--- config.mk ---
export PLATFORM = sky130hd
export DESIGN_NAME = bus_handover_ctrl
export DESIGN_NICKNAME = d
export VERILOG_FILES = /design/src/verilog/prefetch_store.v /design/src/verilog/bus_handover_ctrl.v
export VERILOG_INCLUDE_DIRS = /design/src /design/src/verilog
export SDC_FILE = /design/constraint.sdc
export NUM_CORES = 1
export LEC_CHECK = 0
export BUFFER_PORTS_ARGS = -buffer_cell sky130_fd_sc_hd__buf_2
export CAP_MARGIN = 20
export CORE_UTILIZATION = 33
export CTS_BUF_LIST = sky130_fd_sc_hd__clkbuf_16
export CTS_CLUSTER_SIZE = 14
export DETAILED_ROUTE_END_ITERATION = 8
export SYNTH_ARGS = -nofsm -noshare
export SYNTH_HDL_FRONTEND = slang
export SYNTH_SLANG_ARGS = --single-unit
--- constraint.sdc ---
create_clock -name core_clk -period 4.05 [get_ports core_clk]
set_input_delay 0.405 -clock core_clk [delete_from_list [all_inputs] [get_ports core_clk]]
set_output_delay 0.405 -clock core_clk [all_outputs]
set_load 0.03 [all_outputs]
--- src/verilog/bus_ctrl_defs.vh ---
// Shared constants for the bus control and handover block
`ifndef BUS_CTRL_DEFS_VH
`define BUS_CTRL_DEFS_VH

// Cycle-type codes on the three status lines
`define CYC_ACK 3'h0
`define CYC_IO_RD 3'h1
`define CYC_IO_WR 3'h2
`define CYC_HALT 3'h3
`define CYC_FETCH 3'h4
`define CYC_MEM_RD 3'h5
`define CYC_MEM_WR 3'h6
`define CYC_PASSIVE 3'h7

// Status bit positions reused by the single-master pins
`define CODE_MEM_BIT 2
`define CODE_DIR_BIT 1

// Queue tracking codes
`define QS_NOP 2'h0
`define QS_FIRST 2'h1
`define QS_FLUSH 2'h2
`define QS_NEXT 2'h3

// Prefetch queue sizing
`define Q_DEPTH 6
`define Q_LAST 3'h5
`define Q_ROOM 3'h4
`define Q_ZERO 3'h0
`define Q_ONE 3'h1
`define Q_WORD 3'h2

// Strap level that selects single-master pins
`define STRAP_SINGLE 1'b1

`endif

--- src/verilog/prefetch_store.v ---
// Six-byte storage for the prefetch queue, registered read port
`timescale 1ns/1ns
`include "bus_ctrl_defs.vh"
module prefetch_store (
	// Clock
	input wire core_clk,
	// Word write, low byte at wr_addr, high byte at wr_addr_b
	input wire wr_en,
	input wire [2:0] wr_addr,
	input wire [2:0] wr_addr_b,
	input wire [15:0] wr_data,
	// Read of the address that will be the head next cycle
	input wire [2:0] rd_addr,
	output reg [7:0] rd_data_ff
);

	reg [7:0] mem_ff [0:`Q_DEPTH-1];

	genvar i;
	generate
		for (i = 0; i < `Q_DEPTH; i = i + 1) begin : g_byte
			localparam [2:0] IDX = i;
			always @(posedge core_clk) begin
				if (wr_en && (wr_addr == IDX))
					mem_ff[i] <= wr_data[7:0];
				else if (wr_en && (wr_addr_b == IDX))
					mem_ff[i] <= wr_data[15:8];
			end
		end
	endgenerate

	// Forwarding makes a byte written into an empty queue usable at once
	always @(posedge core_clk) begin
		if (wr_en && (wr_addr == rd_addr))
			rd_data_ff <= wr_data[7:0];
		else if (wr_en && (wr_addr_b == rd_addr))
			rd_data_ff <= wr_data[15:8];
		else if (rd_addr <= `Q_LAST)
			rd_data_ff <= mem_ff[rd_addr];
		else
			rd_data_ff <= 8'h00;
	end

endmodule // prefetch_store

--- src/verilog/bus_handover_ctrl.v ---
// Local bus sequencer, bus handover, lock, queue and control strobes
// Notes on behaviour
// - Yield the bus after the current cycle; channel 0 beats channel 1.
// - Grant is a one-clock low pulse in state four or one, float starts with it.
// - Third low pulse ends the tenure; drive again the following clock.
// - Three pulses per exchange, one dead clock between exchanges.
// - Release in state four only if early, not odd-first, ack, or locked.
// - Idle bus: release next clock, or start a cycle and apply rule five.
// - Lock output low from lock prefix until next instruction ends.
// - Queue status shows last clock's queue operation, four codes.
// - Memory/IO select: high memory, held through cycle, floats in hold.
// - Write strobe low in states two, three and waits of writes.
// - Acknowledge strobe low in states two, three and waits of acks.
// - Address latch pulse high in state one, never floated.
// - Direction output equals status bit one, floats in hold.
// - Transceiver enable low for transfers; writes start one state early.
// - Level hold is acknowledged in state four or one, bus floats.
// - Hold low drops acknowledge; bus driven again at the next cycle.
// - Level hold uses the same release terms; requester synchronises it.
// - Up to six prefetched bytes held first-in first-out.
// - Fetch a word whenever two or more bytes are free.
// - First byte into an empty queue is offered at once.
// - Status codes valid in states one and two, passive from three.
// - Cycle is four states at least; waits go between three and four.
// - Strap selects single-master or multi-master pin functions.
`timescale 1ns/1ns
`include "bus_ctrl_defs.vh"
module bus_handover_ctrl (
	// Clock and reset
	input wire core_clk,
	input wire rst_b,
	// Mode strap
	input wire config_strap,
	// Operand cycles from the execute unit
	input wire eu_req,
	input wire [2:0] eu_cyc_type,
	input wire eu_odd_first,
	input wire eu_irq_ack_strobe_n_first,
	output wire eu_ack,
	output wire eu_done,
	output wire [15:0] eu_rdata,
	// Instruction boundaries
	input wire lock_prefix,
	input wire instr_done,
	// Queue toward the execute unit
	input wire flush,
	input wire eu_take,
	input wire eu_take_first,
	output wire q_valid,
	output wire [7:0] q_byte,
	// Local bus data and timing
	input wire [15:0] bus_rdata,
	input wire ready,
	output wire bus_float,
	// Multi-master pins
	input wire master_handover_line_0_in,
	output wire master_handover_line_0_out,
	output wire master_handover_line_0_oe,
	input wire master_handover_line_1_in,
	output wire master_handover_line_1_out,
	output wire master_handover_line_1_oe,
	output wire cycle_code_2,
	output wire cycle_code_1,
	output wire cycle_code_0,
	output wire cycle_code_oe,
	output wire bus_lock_n,
	output wire bus_lock_oe,
	output wire prefetch_track_hi,
	output wire prefetch_track_lo,
	// Single-master pins
	input wire hold,
	output wire takeover_grant,
	output wire mem_io_sel,
	output wire mem_io_oe,
	output wire write_n,
	output wire write_oe,
	output wire irq_ack_strobe_n,
	output wire irq_ack_oe,
	output wire addr_latch,
	output wire xcvr_direction,
	output wire xcvr_direction_oe,
	output wire xcvr_enable_n,
	output wire xcvr_enable_oe
);

	localparam [5:0] B_IDLE = 6'h01;
	localparam [5:0] B_S1 = 6'h02;
	localparam [5:0] B_S2 = 6'h04;
	localparam [5:0] B_S3 = 6'h08;
	localparam [5:0] B_SW = 6'h10;
	localparam [5:0] B_S4 = 6'h20;

	localparam [4:0] H_OWN = 5'h01;
	localparam [4:0] H_PEND = 5'h02;
	localparam [4:0] H_GRANT = 5'h04;
	localparam [4:0] H_HELD = 5'h08;
	localparam [4:0] H_DEAD = 5'h10;

	function [2:0] inc_wrap;
		input [2:0] p;
		begin
			inc_wrap = (p == `Q_LAST) ? `Q_ZERO : p + `Q_ONE;
		end
	endfunction

	function is_write;
		input [2:0] code;
		begin
			is_write = (code == `CYC_IO_WR) || (code == `CYC_MEM_WR);
		end
	endfunction

	reg multi_ff;
	reg [5:0] b_ff;
	reg [5:0] nxt_b;
	reg [4:0] h_ff;
	reg [4:0] nxt_h;
	reg chan_ff;
	reg early_ff;
	reg [2:0] cyc_ff;
	reg odd_ff;
	reg irq_ack_strobe_n_ff;
	reg is_eu_ff;
	reg drop_ff;
	reg lock_ff;
	reg float_ff;
	reg grant_ff;
	reg [1:0] line_oe_ff;
	reg [2:0] code_ff;
	reg mem_io_ff;
	reg dir_ff;
	reg write_n_ff;
	reg ack_n_ff;
	reg ale_ff;
	reg xen_n_ff;
	reg [1:0] qs_ff;
	reg eu_done_ff;
	reg [15:0] eu_rdata_ff;
	reg [2:0] cnt_ff;
	reg [2:0] wr_ptr_ff;
	reg [2:0] rd_ptr_ff;

	// Strap is static; sampled on every clock while reset is held
	always @(posedge core_clk) begin
		if (!rst_b)
			multi_ff <= (config_strap != `STRAP_SINGLE);
	end

	// Requests: pulses only in multi mode, level only in single mode
	wire [1:0] line_in = {master_handover_line_1_in,
		master_handover_line_0_in};
	wire [1:0] pulse_req = multi_ff ? ~line_in : 2'b00;
	wire hold_req = !multi_ff && hold;
	wire any_req = (|pulse_req) || hold_req;

	wire b_idle = (b_ff == B_IDLE);
	wire b_s4 = (b_ff == B_S4);
	wire h_pend = (h_ff == H_PEND);
	wire cond_ok = !odd_ff && !irq_ack_strobe_n_ff && !lock_ff;
	wire rel_now = h_pend && ((b_s4 && early_ff && cond_ok) ||
		(b_idle && !lock_ff));

	// Queue decisions
	wire want_fetch = (cnt_ff <= `Q_ROOM) && !flush;
	wire start_req = eu_req || want_fetch;
	wire may_start = (h_ff == H_OWN) || (h_ff == H_DEAD) || h_pend;
	wire start_ok = may_start && !rel_now && start_req;
	wire done_now = ((b_ff == B_S3) || (b_ff == B_SW)) && ready;
	wire wr_q = done_now && !is_eu_ff && !drop_ff && !flush;
	wire rd_q = eu_take && (cnt_ff != `Q_ZERO) && !flush;
	wire [2:0] new_type = eu_req ? eu_cyc_type : `CYC_FETCH;

	// Bus cycle sequencer
	always @* begin
		nxt_b = b_ff;
		case (b_ff)
		B_IDLE: begin
			if (start_ok)
				nxt_b = B_S1;
		end
		B_S1: nxt_b = B_S2;
		B_S2: nxt_b = B_S3;
		B_S3: nxt_b = ready ? B_S4 : B_SW;
		B_SW: nxt_b = ready ? B_S4 : B_SW;
		B_S4: nxt_b = start_ok ? B_S1 : B_IDLE;
		default: nxt_b = B_IDLE;
		endcase
	end

	wire starting = (nxt_b == B_S1);
	wire [2:0] nxt_cyc = starting ? new_type : cyc_ff;
	assign eu_ack = starting && eu_req;

	// Ownership exchange
	always @* begin
		nxt_h = h_ff;
		case (h_ff)
		H_OWN: begin
			if (any_req)
				nxt_h = H_PEND;
		end
		H_PEND: begin
			if (!multi_ff && !hold)
				nxt_h = H_OWN;
			else if (rel_now)
				nxt_h = multi_ff ? H_GRANT : H_HELD;
		end
		H_GRANT: nxt_h = H_HELD;
		H_HELD: begin
			if (multi_ff ? !line_in[chan_ff] : !hold)
				nxt_h = H_DEAD;
		end
		H_DEAD: nxt_h = H_OWN;
		default: nxt_h = H_OWN;
		endcase
	end

	always @(posedge core_clk) begin
		if (!rst_b) begin
			b_ff <= B_IDLE;
			h_ff <= H_OWN;
			chan_ff <= 1'b0;
			early_ff <= 1'b0;
			line_oe_ff <= 2'b00;
			grant_ff <= 1'b0;
			float_ff <= 1'b0;
		end else begin
			b_ff <= nxt_b;
			h_ff <= nxt_h;
			if ((h_ff == H_OWN) && any_req) begin
				chan_ff <= !pulse_req[0];
				early_ff <= (b_ff == B_IDLE) || (b_ff == B_S1) ||
					(b_ff == B_S2);
			end else if (h_pend && starting) begin
				early_ff <= 1'b1;
			end
			// Grant pulse on the requesting channel only
			line_oe_ff[0] <= (nxt_h == H_GRANT) && !chan_ff;
			line_oe_ff[1] <= (nxt_h == H_GRANT) && chan_ff;
			grant_ff <= (nxt_h == H_HELD) && !multi_ff;
			// Single mode keeps floating until it needs the bus again
			float_ff <= (nxt_h == H_GRANT) || (nxt_h == H_HELD) ||
				(float_ff && !multi_ff && !starting);
		end
	end

	// Cycle attributes latched as the cycle starts
	always @(posedge core_clk) begin
		if (!rst_b) begin
			cyc_ff <= `CYC_PASSIVE;
			odd_ff <= 1'b0;
			irq_ack_strobe_n_ff <= 1'b0;
			is_eu_ff <= 1'b0;
			drop_ff <= 1'b0;
		end else begin
			if (starting) begin
				cyc_ff <= new_type;
				odd_ff <= eu_req && eu_odd_first;
				irq_ack_strobe_n_ff <= eu_req && eu_irq_ack_strobe_n_first;
				is_eu_ff <= eu_req;
			end
			// A fetch in flight across a flush brings stale code
			if (starting)
				drop_ff <= 1'b0;
			else if (flush && !b_idle)
				drop_ff <= 1'b1;
		end
	end

	// Lock: set wins over an end of instruction in the same clock
	always @(posedge core_clk) begin
		if (!rst_b)
			lock_ff <= 1'b0;
		else if (lock_prefix)
			lock_ff <= 1'b1;
		else if (instr_done)
			lock_ff <= 1'b0;
	end

	// Control strobes, timed from the state about to be entered
	wire n_s1 = (nxt_b == B_S1);
	wire n_s2 = (nxt_b == B_S2);
	wire n_mid = (nxt_b == B_S3) || (nxt_b == B_SW);
	wire n_s4 = (nxt_b == B_S4);
	wire n_busy = !(nxt_b == B_IDLE);
	wire n_xfer = n_busy && (nxt_cyc != `CYC_HALT);

	always @(posedge core_clk) begin
		if (!rst_b) begin
			code_ff <= `CYC_PASSIVE;
			mem_io_ff <= 1'b0;
			dir_ff <= 1'b0;
			write_n_ff <= 1'b1;
			ack_n_ff <= 1'b1;
			ale_ff <= 1'b0;
			xen_n_ff <= 1'b1;
		end else begin
			code_ff <= (n_s1 || n_s2) ? nxt_cyc : `CYC_PASSIVE;
			if (n_busy) begin
				mem_io_ff <= nxt_cyc[`CODE_MEM_BIT];
				dir_ff <= nxt_cyc[`CODE_DIR_BIT];
			end
			write_n_ff <= !((n_s2 || n_mid) && is_write(nxt_cyc));
			ack_n_ff <= !((n_s2 || n_mid) &&
				(nxt_cyc == `CYC_ACK));
			ale_ff <= n_s1;
			// Clock resolution: a read opens a state later than a write
			xen_n_ff <= !(n_xfer && (n_mid || n_s4 ||
				(n_s2 && is_write(nxt_cyc))));
		end
	end

	// Prefetch queue bookkeeping
	wire [2:0] wr_ptr_b = inc_wrap(wr_ptr_ff);
	wire [2:0] nxt_rd_ptr = flush ? `Q_ZERO :
		(rd_q ? inc_wrap(rd_ptr_ff) : rd_ptr_ff);

	always @(posedge core_clk) begin
		if (!rst_b) begin
			cnt_ff <= `Q_ZERO;
			wr_ptr_ff <= `Q_ZERO;
			rd_ptr_ff <= `Q_ZERO;
			qs_ff <= `QS_NOP;
			eu_done_ff <= 1'b0;
			eu_rdata_ff <= 16'h0000;
		end else begin
			rd_ptr_ff <= nxt_rd_ptr;
			if (flush) begin
				cnt_ff <= `Q_ZERO;
				wr_ptr_ff <= `Q_ZERO;
			end else begin
				cnt_ff <= cnt_ff + (wr_q ? `Q_WORD : `Q_ZERO) -
					(rd_q ? `Q_ONE : `Q_ZERO);
				if (wr_q)
					wr_ptr_ff <= inc_wrap(wr_ptr_b);
			end
			if (flush)
				qs_ff <= `QS_FLUSH;
			else if (rd_q)
				qs_ff <= eu_take_first ? `QS_FIRST : `QS_NEXT;
			else
				qs_ff <= `QS_NOP;
			eu_done_ff <= done_now && is_eu_ff;
			if (done_now && is_eu_ff)
				eu_rdata_ff <= bus_rdata;
		end
	end

	prefetch_store u_store (
		.core_clk(core_clk),
		.wr_en(wr_q),
		.wr_addr(wr_ptr_ff),
		.wr_addr_b(wr_ptr_b),
		.wr_data(bus_rdata),
		.rd_addr(nxt_rd_ptr),
		.rd_data_ff(q_byte)
	);

	// Outputs
	assign q_valid = (cnt_ff != `Q_ZERO);
	assign eu_done = eu_done_ff;
	assign eu_rdata = eu_rdata_ff;
	assign bus_float = float_ff;
	assign master_handover_line_0_out = 1'b0;
	assign master_handover_line_0_oe = line_oe_ff[0];
	assign master_handover_line_1_out = 1'b0;
	assign master_handover_line_1_oe = line_oe_ff[1];
	assign cycle_code_2 = code_ff[2];
	assign cycle_code_1 = code_ff[1];
	assign cycle_code_0 = code_ff[0];
	assign cycle_code_oe = multi_ff && !float_ff;
	assign bus_lock_n = !lock_ff;
	assign bus_lock_oe = multi_ff && !float_ff;
	assign prefetch_track_hi = qs_ff[1];
	assign prefetch_track_lo = qs_ff[0];
	assign takeover_grant = grant_ff;
	assign mem_io_sel = mem_io_ff;
	assign mem_io_oe = !multi_ff && !float_ff;
	assign write_n = write_n_ff;
	assign write_oe = !multi_ff && !float_ff;
	assign irq_ack_strobe_n = ack_n_ff;
	assign irq_ack_oe = !multi_ff && !float_ff;
	assign addr_latch = ale_ff;
	assign xcvr_direction = dir_ff;
	assign xcvr_direction_oe = !multi_ff && !float_ff;
	assign xcvr_enable_n = xen_n_ff;
	assign xcvr_enable_oe = !multi_ff && !float_ff;

endmodule // bus_handover_ctrl

==> results.tsv <==
stage	metric	value	unit
floorplanning	core.rowCount	48	
drt	initialDrtViolationCount	210	
placed_design	io_buffers	83	
cells_and_area	drive_above_1_share	0.2885	
grt	grt_pass1_wl	24230	um
sta	fmax	336.3	MHz
clock_network	clk_latency	0.42	ns
clock_network	cts_tree	yes	
synth	synthAdderAreaFrac	0.01044	
clock_network	cts_buffers	17	
sta	slew_violations	0	
synth	yosys.area_share.simple	0.1969	
synth	synth_top_area_share	0.2455	
synth	syn_area_per_cell	10.28	um2
worst_setup_path	critPathRequiredTime	4.21	ns
cells_and_area	final_core_util	0.4057	
clock_network	root_buffer	clkbuf_16	
drt	dr.pass1.iters	5	
sta	setup_viol	0	
worst_setup_path	path_buf_inv	2	
worst_setup_path	path_cells	nand2_1 > inv_1 > ha_1 > inv_1 > nand2_1 > ha_1 > nor3b_2 > mux2_2	
synth	ys_seq_area_frac	0.4793	
drt	wl	15290	um
clock_network	cts.htree.levels	4	
floorplanning	io_pins	86	
cells_and_area	synthToLayoutAreaGrowth	18.71	%
drt	wire_per_inst	17.10	um
worst_setup_path	cp-start-kind	flop	
cells_and_area	n_antenna_cell	0	
flow_run	max_cap_viol_count	0	
worst_setup_path	path_delay_family	simple AND/OR/NAND/NOR gates	
clock_network	path_clk_slew	0.06	ns
run_status	status	finished, final reports clean	
worst_setup_path	path_max_fanout	14	
synth	synthCells	583	
power	max-vdd-ir-drop	0.0003296	V
clock_network	clockBufferDepth	2	
drt	ant_nets	0	
synth	yosys_warnings	0	
drt	via_per_inst	5.286	
worst_setup_path	critPathMaxStageDelay	0.64	ns
synth	synth_compound_area_frac	0.1140	
sta	fin_skew	0.008023	ns
cells_and_area	stdcell_area	7114	um2
power	p_per_area	468.4	nW/um2
sta	worst_pin_slew	0.9646	ns
placed_design	dp_hpwl	10800	um
placed_design	placed_cell_area	6538	um2
power	p_leak	2.607	nW
grt	overflow	0	
hold_path	worstHoldPathType	in -> reg	
synth	synthTopCellsByArea	edfxtp_1 (25%), dfxtp_1 (23%), mux2_2 (8.3%), nand2_1 (3.9%), mux2i_1 (3.2%)	
synth	async_flop_share	0	
sta	final.setup.tns	0	ns
clock_network	hold_buffers	0	
worst_setup_path	slowest_stage	dfxtp_1	
grt	gr-usage-all-layers	0.1727	
synth	synth.cell_area	5993	um2
clock_network	cts_sinks	119	
worst_setup_path	reg2reg_slack	1.08	ns
worst_setup_path	end_kind	flop	
drt	drc	0	
drt	vias	4726	
synth	synth_xor_area_frac	0.02317	
worst_setup_path	cp.arrival	3.14	ns
cells_and_area	nNetsFinal	695	
clock_network	cts-resized-gates	0	
sta	min_period	2.974	ns
synth	synthFlopType	dfxtp_1	
worst_setup_path	path_class	reg -> reg	
sta	finalHoldViolCount	0	
synth	synth_edf_count	49	
synth	synth_top_family_by_area	simple AND/OR/NAND/NOR gates	
synth	ys_seq_elements	119	
grt	antenna_found_initial	0	
floorplanning	chipHeight	136.8	um
grt	grt_max_degree	20	
placed_design	gp_congestion	0.8915	
floorplanning	start_util	0.3418	
sta	period_share	0.7342	
floorplanning	dieArea	18700	um2
synth	yosysTopAreaCell	edfxtp_1	
grt	grt_pass1_vias	4609	
synth	synth_cell_types	68	
floorplanning	core_area	17540	um2
sta	maxSlewHeadroom	0.3545	
sta	rsz0062_at_grt	false	
clock_network	post-cts-setup-buffers	0	
synth	synthMuxAreaShare	0.1344	
floorplanning	die_width	136.8	um
==> metrics by stage <==
stage | instances | power (mW) | hold slack [ns] | worst slack (ns)
floorplan | 584 | 1.770 | 0.4320 | 1.402
global placement | 862 | 1.884 | 0.4427 | 1.281
detailed placement | 862 | 1.892 | 0.4471 | 1.110
CTS | 894 | 3.360 | 0.1811 | 1.102
global route | 894 | 3.477 | 0.1959 | 0.8174
finish | 894 | 3.333 | 0.1978 | 1.076
==> logic make-up (layout without fill, tap and decap cells) <==
family                   after synthesis  count (layout)
AND/OR/NAND/NOR                      218             218
buffers and inverters                 51             136
XOR/XNOR                              12              12
AO/OA/AOI/OAI                        106             106
other                                  1               2
multiplexers                          71              71
adder cells (fa/ha/maj)                5               5
flip-flops                           119             119
==> tightest hold or removal path, cell delays in order <==
cell,delay (ns)
buf_2,0.08
a21oi_1,0.03
nor2_1,0.06
==> placed cells by master, fill, tap and decap left out, types with 3 or more instances in the layout <==
cell type	synthesis	routed
nand2_1	63	63
xnor2_1	3	3
xor2_1	6	6
mux2_4	8	8
nor4b_1	3	3
nor3_1	15	15
o21ai_0	21	21
clkinv_4	0	3
buf_4	9	3
nand3_1	15	15
nor2b_1	12	12
or3_1	6	6
and3_1	5	5
nor4_1	14	14
inv_1	16	17
nor2_1	44	44
buf_2	5	83
clkinv_2	0	4
a21oi_1	34	34
clkbuf_16	0	19
ha_1	5	5
dfxtp_1	70	70
and2_1	7	7
edfxtp_1	49	49
nand3b_1	3	3
a211oi_1	10	10
nand2b_1	7	7
mux2_2	44	44
a221oi_1	8	8
or2_2	5	5
a31oi_1	12	12
mux2i_1	19	19
==> power by group <==
part           switching (mW)  internal (mW)
clock                   0.551          0.907
sequential             0.0656           1.31
combinational           0.311          0.187
==> flip-flops by register name, indices dropped and copies added, names as in the netlist, 5 cells and up <==
name / flops
b_ff: 6
eu_rdata: 16
u_store.mem_ff: 48
u_store.rd_data_ff: 8
h_ff: 5
==> cell usage after synthesis (6+ instances only) <==
cell type,instances
inv_1,16
dfxtp_1,70
mux2_4,8
a211oi_1,10
nand2_1,63
nand2b_1,7
clkbuf_1,16
nor4_1,14
buf_4,9
nand3_1,15
nor2b_1,12
a21oi_1,34
mux2_2,44
and2_1,7
nor3_1,15
a31oi_1,12
or3_1,6
edfxtp_1,49
xor2_1,6
nor2_1,44
a221oi_1,8
mux2i_1,19
o21ai_0,21
==> path summary, 6_finish.rpt <==
path | depth (start not counted) | from | to
max | 8 | wr_ptr_ff[1] | u_store.mem_ff[3][4]
min | 3 | lock_prefix | lock_ff
max reg2reg | 8 | wr_ptr_ff[1] | u_store.mem_ff[3][4]
min reg2reg | 2 | eu_rdata[12] | eu_rdata[12]
==> routing by layer <==
metal / vias up / global-route usage / share of wire
met2: 154 / 0.2834 / 0.48
met5: - / 0 / 0
met3: 18 / 0.05000 / 0.062
met1: 2275 / 0.2144 / 0.45
li1: 2279 / - / -
met4: 0 / 0.06235 / 0.015
==> final cells by class <==
class,count,area [um2]
clock buffer,19,475.5
clock inverter,13,101.3
fill,1719,10420
inverter,18,67.56
multi-input combinational,414,2878
sequential,119,2873
tap,225,281.5
timing repair buffer,86,437.9
Note: power is estimated with default switching activity, not from simulation.
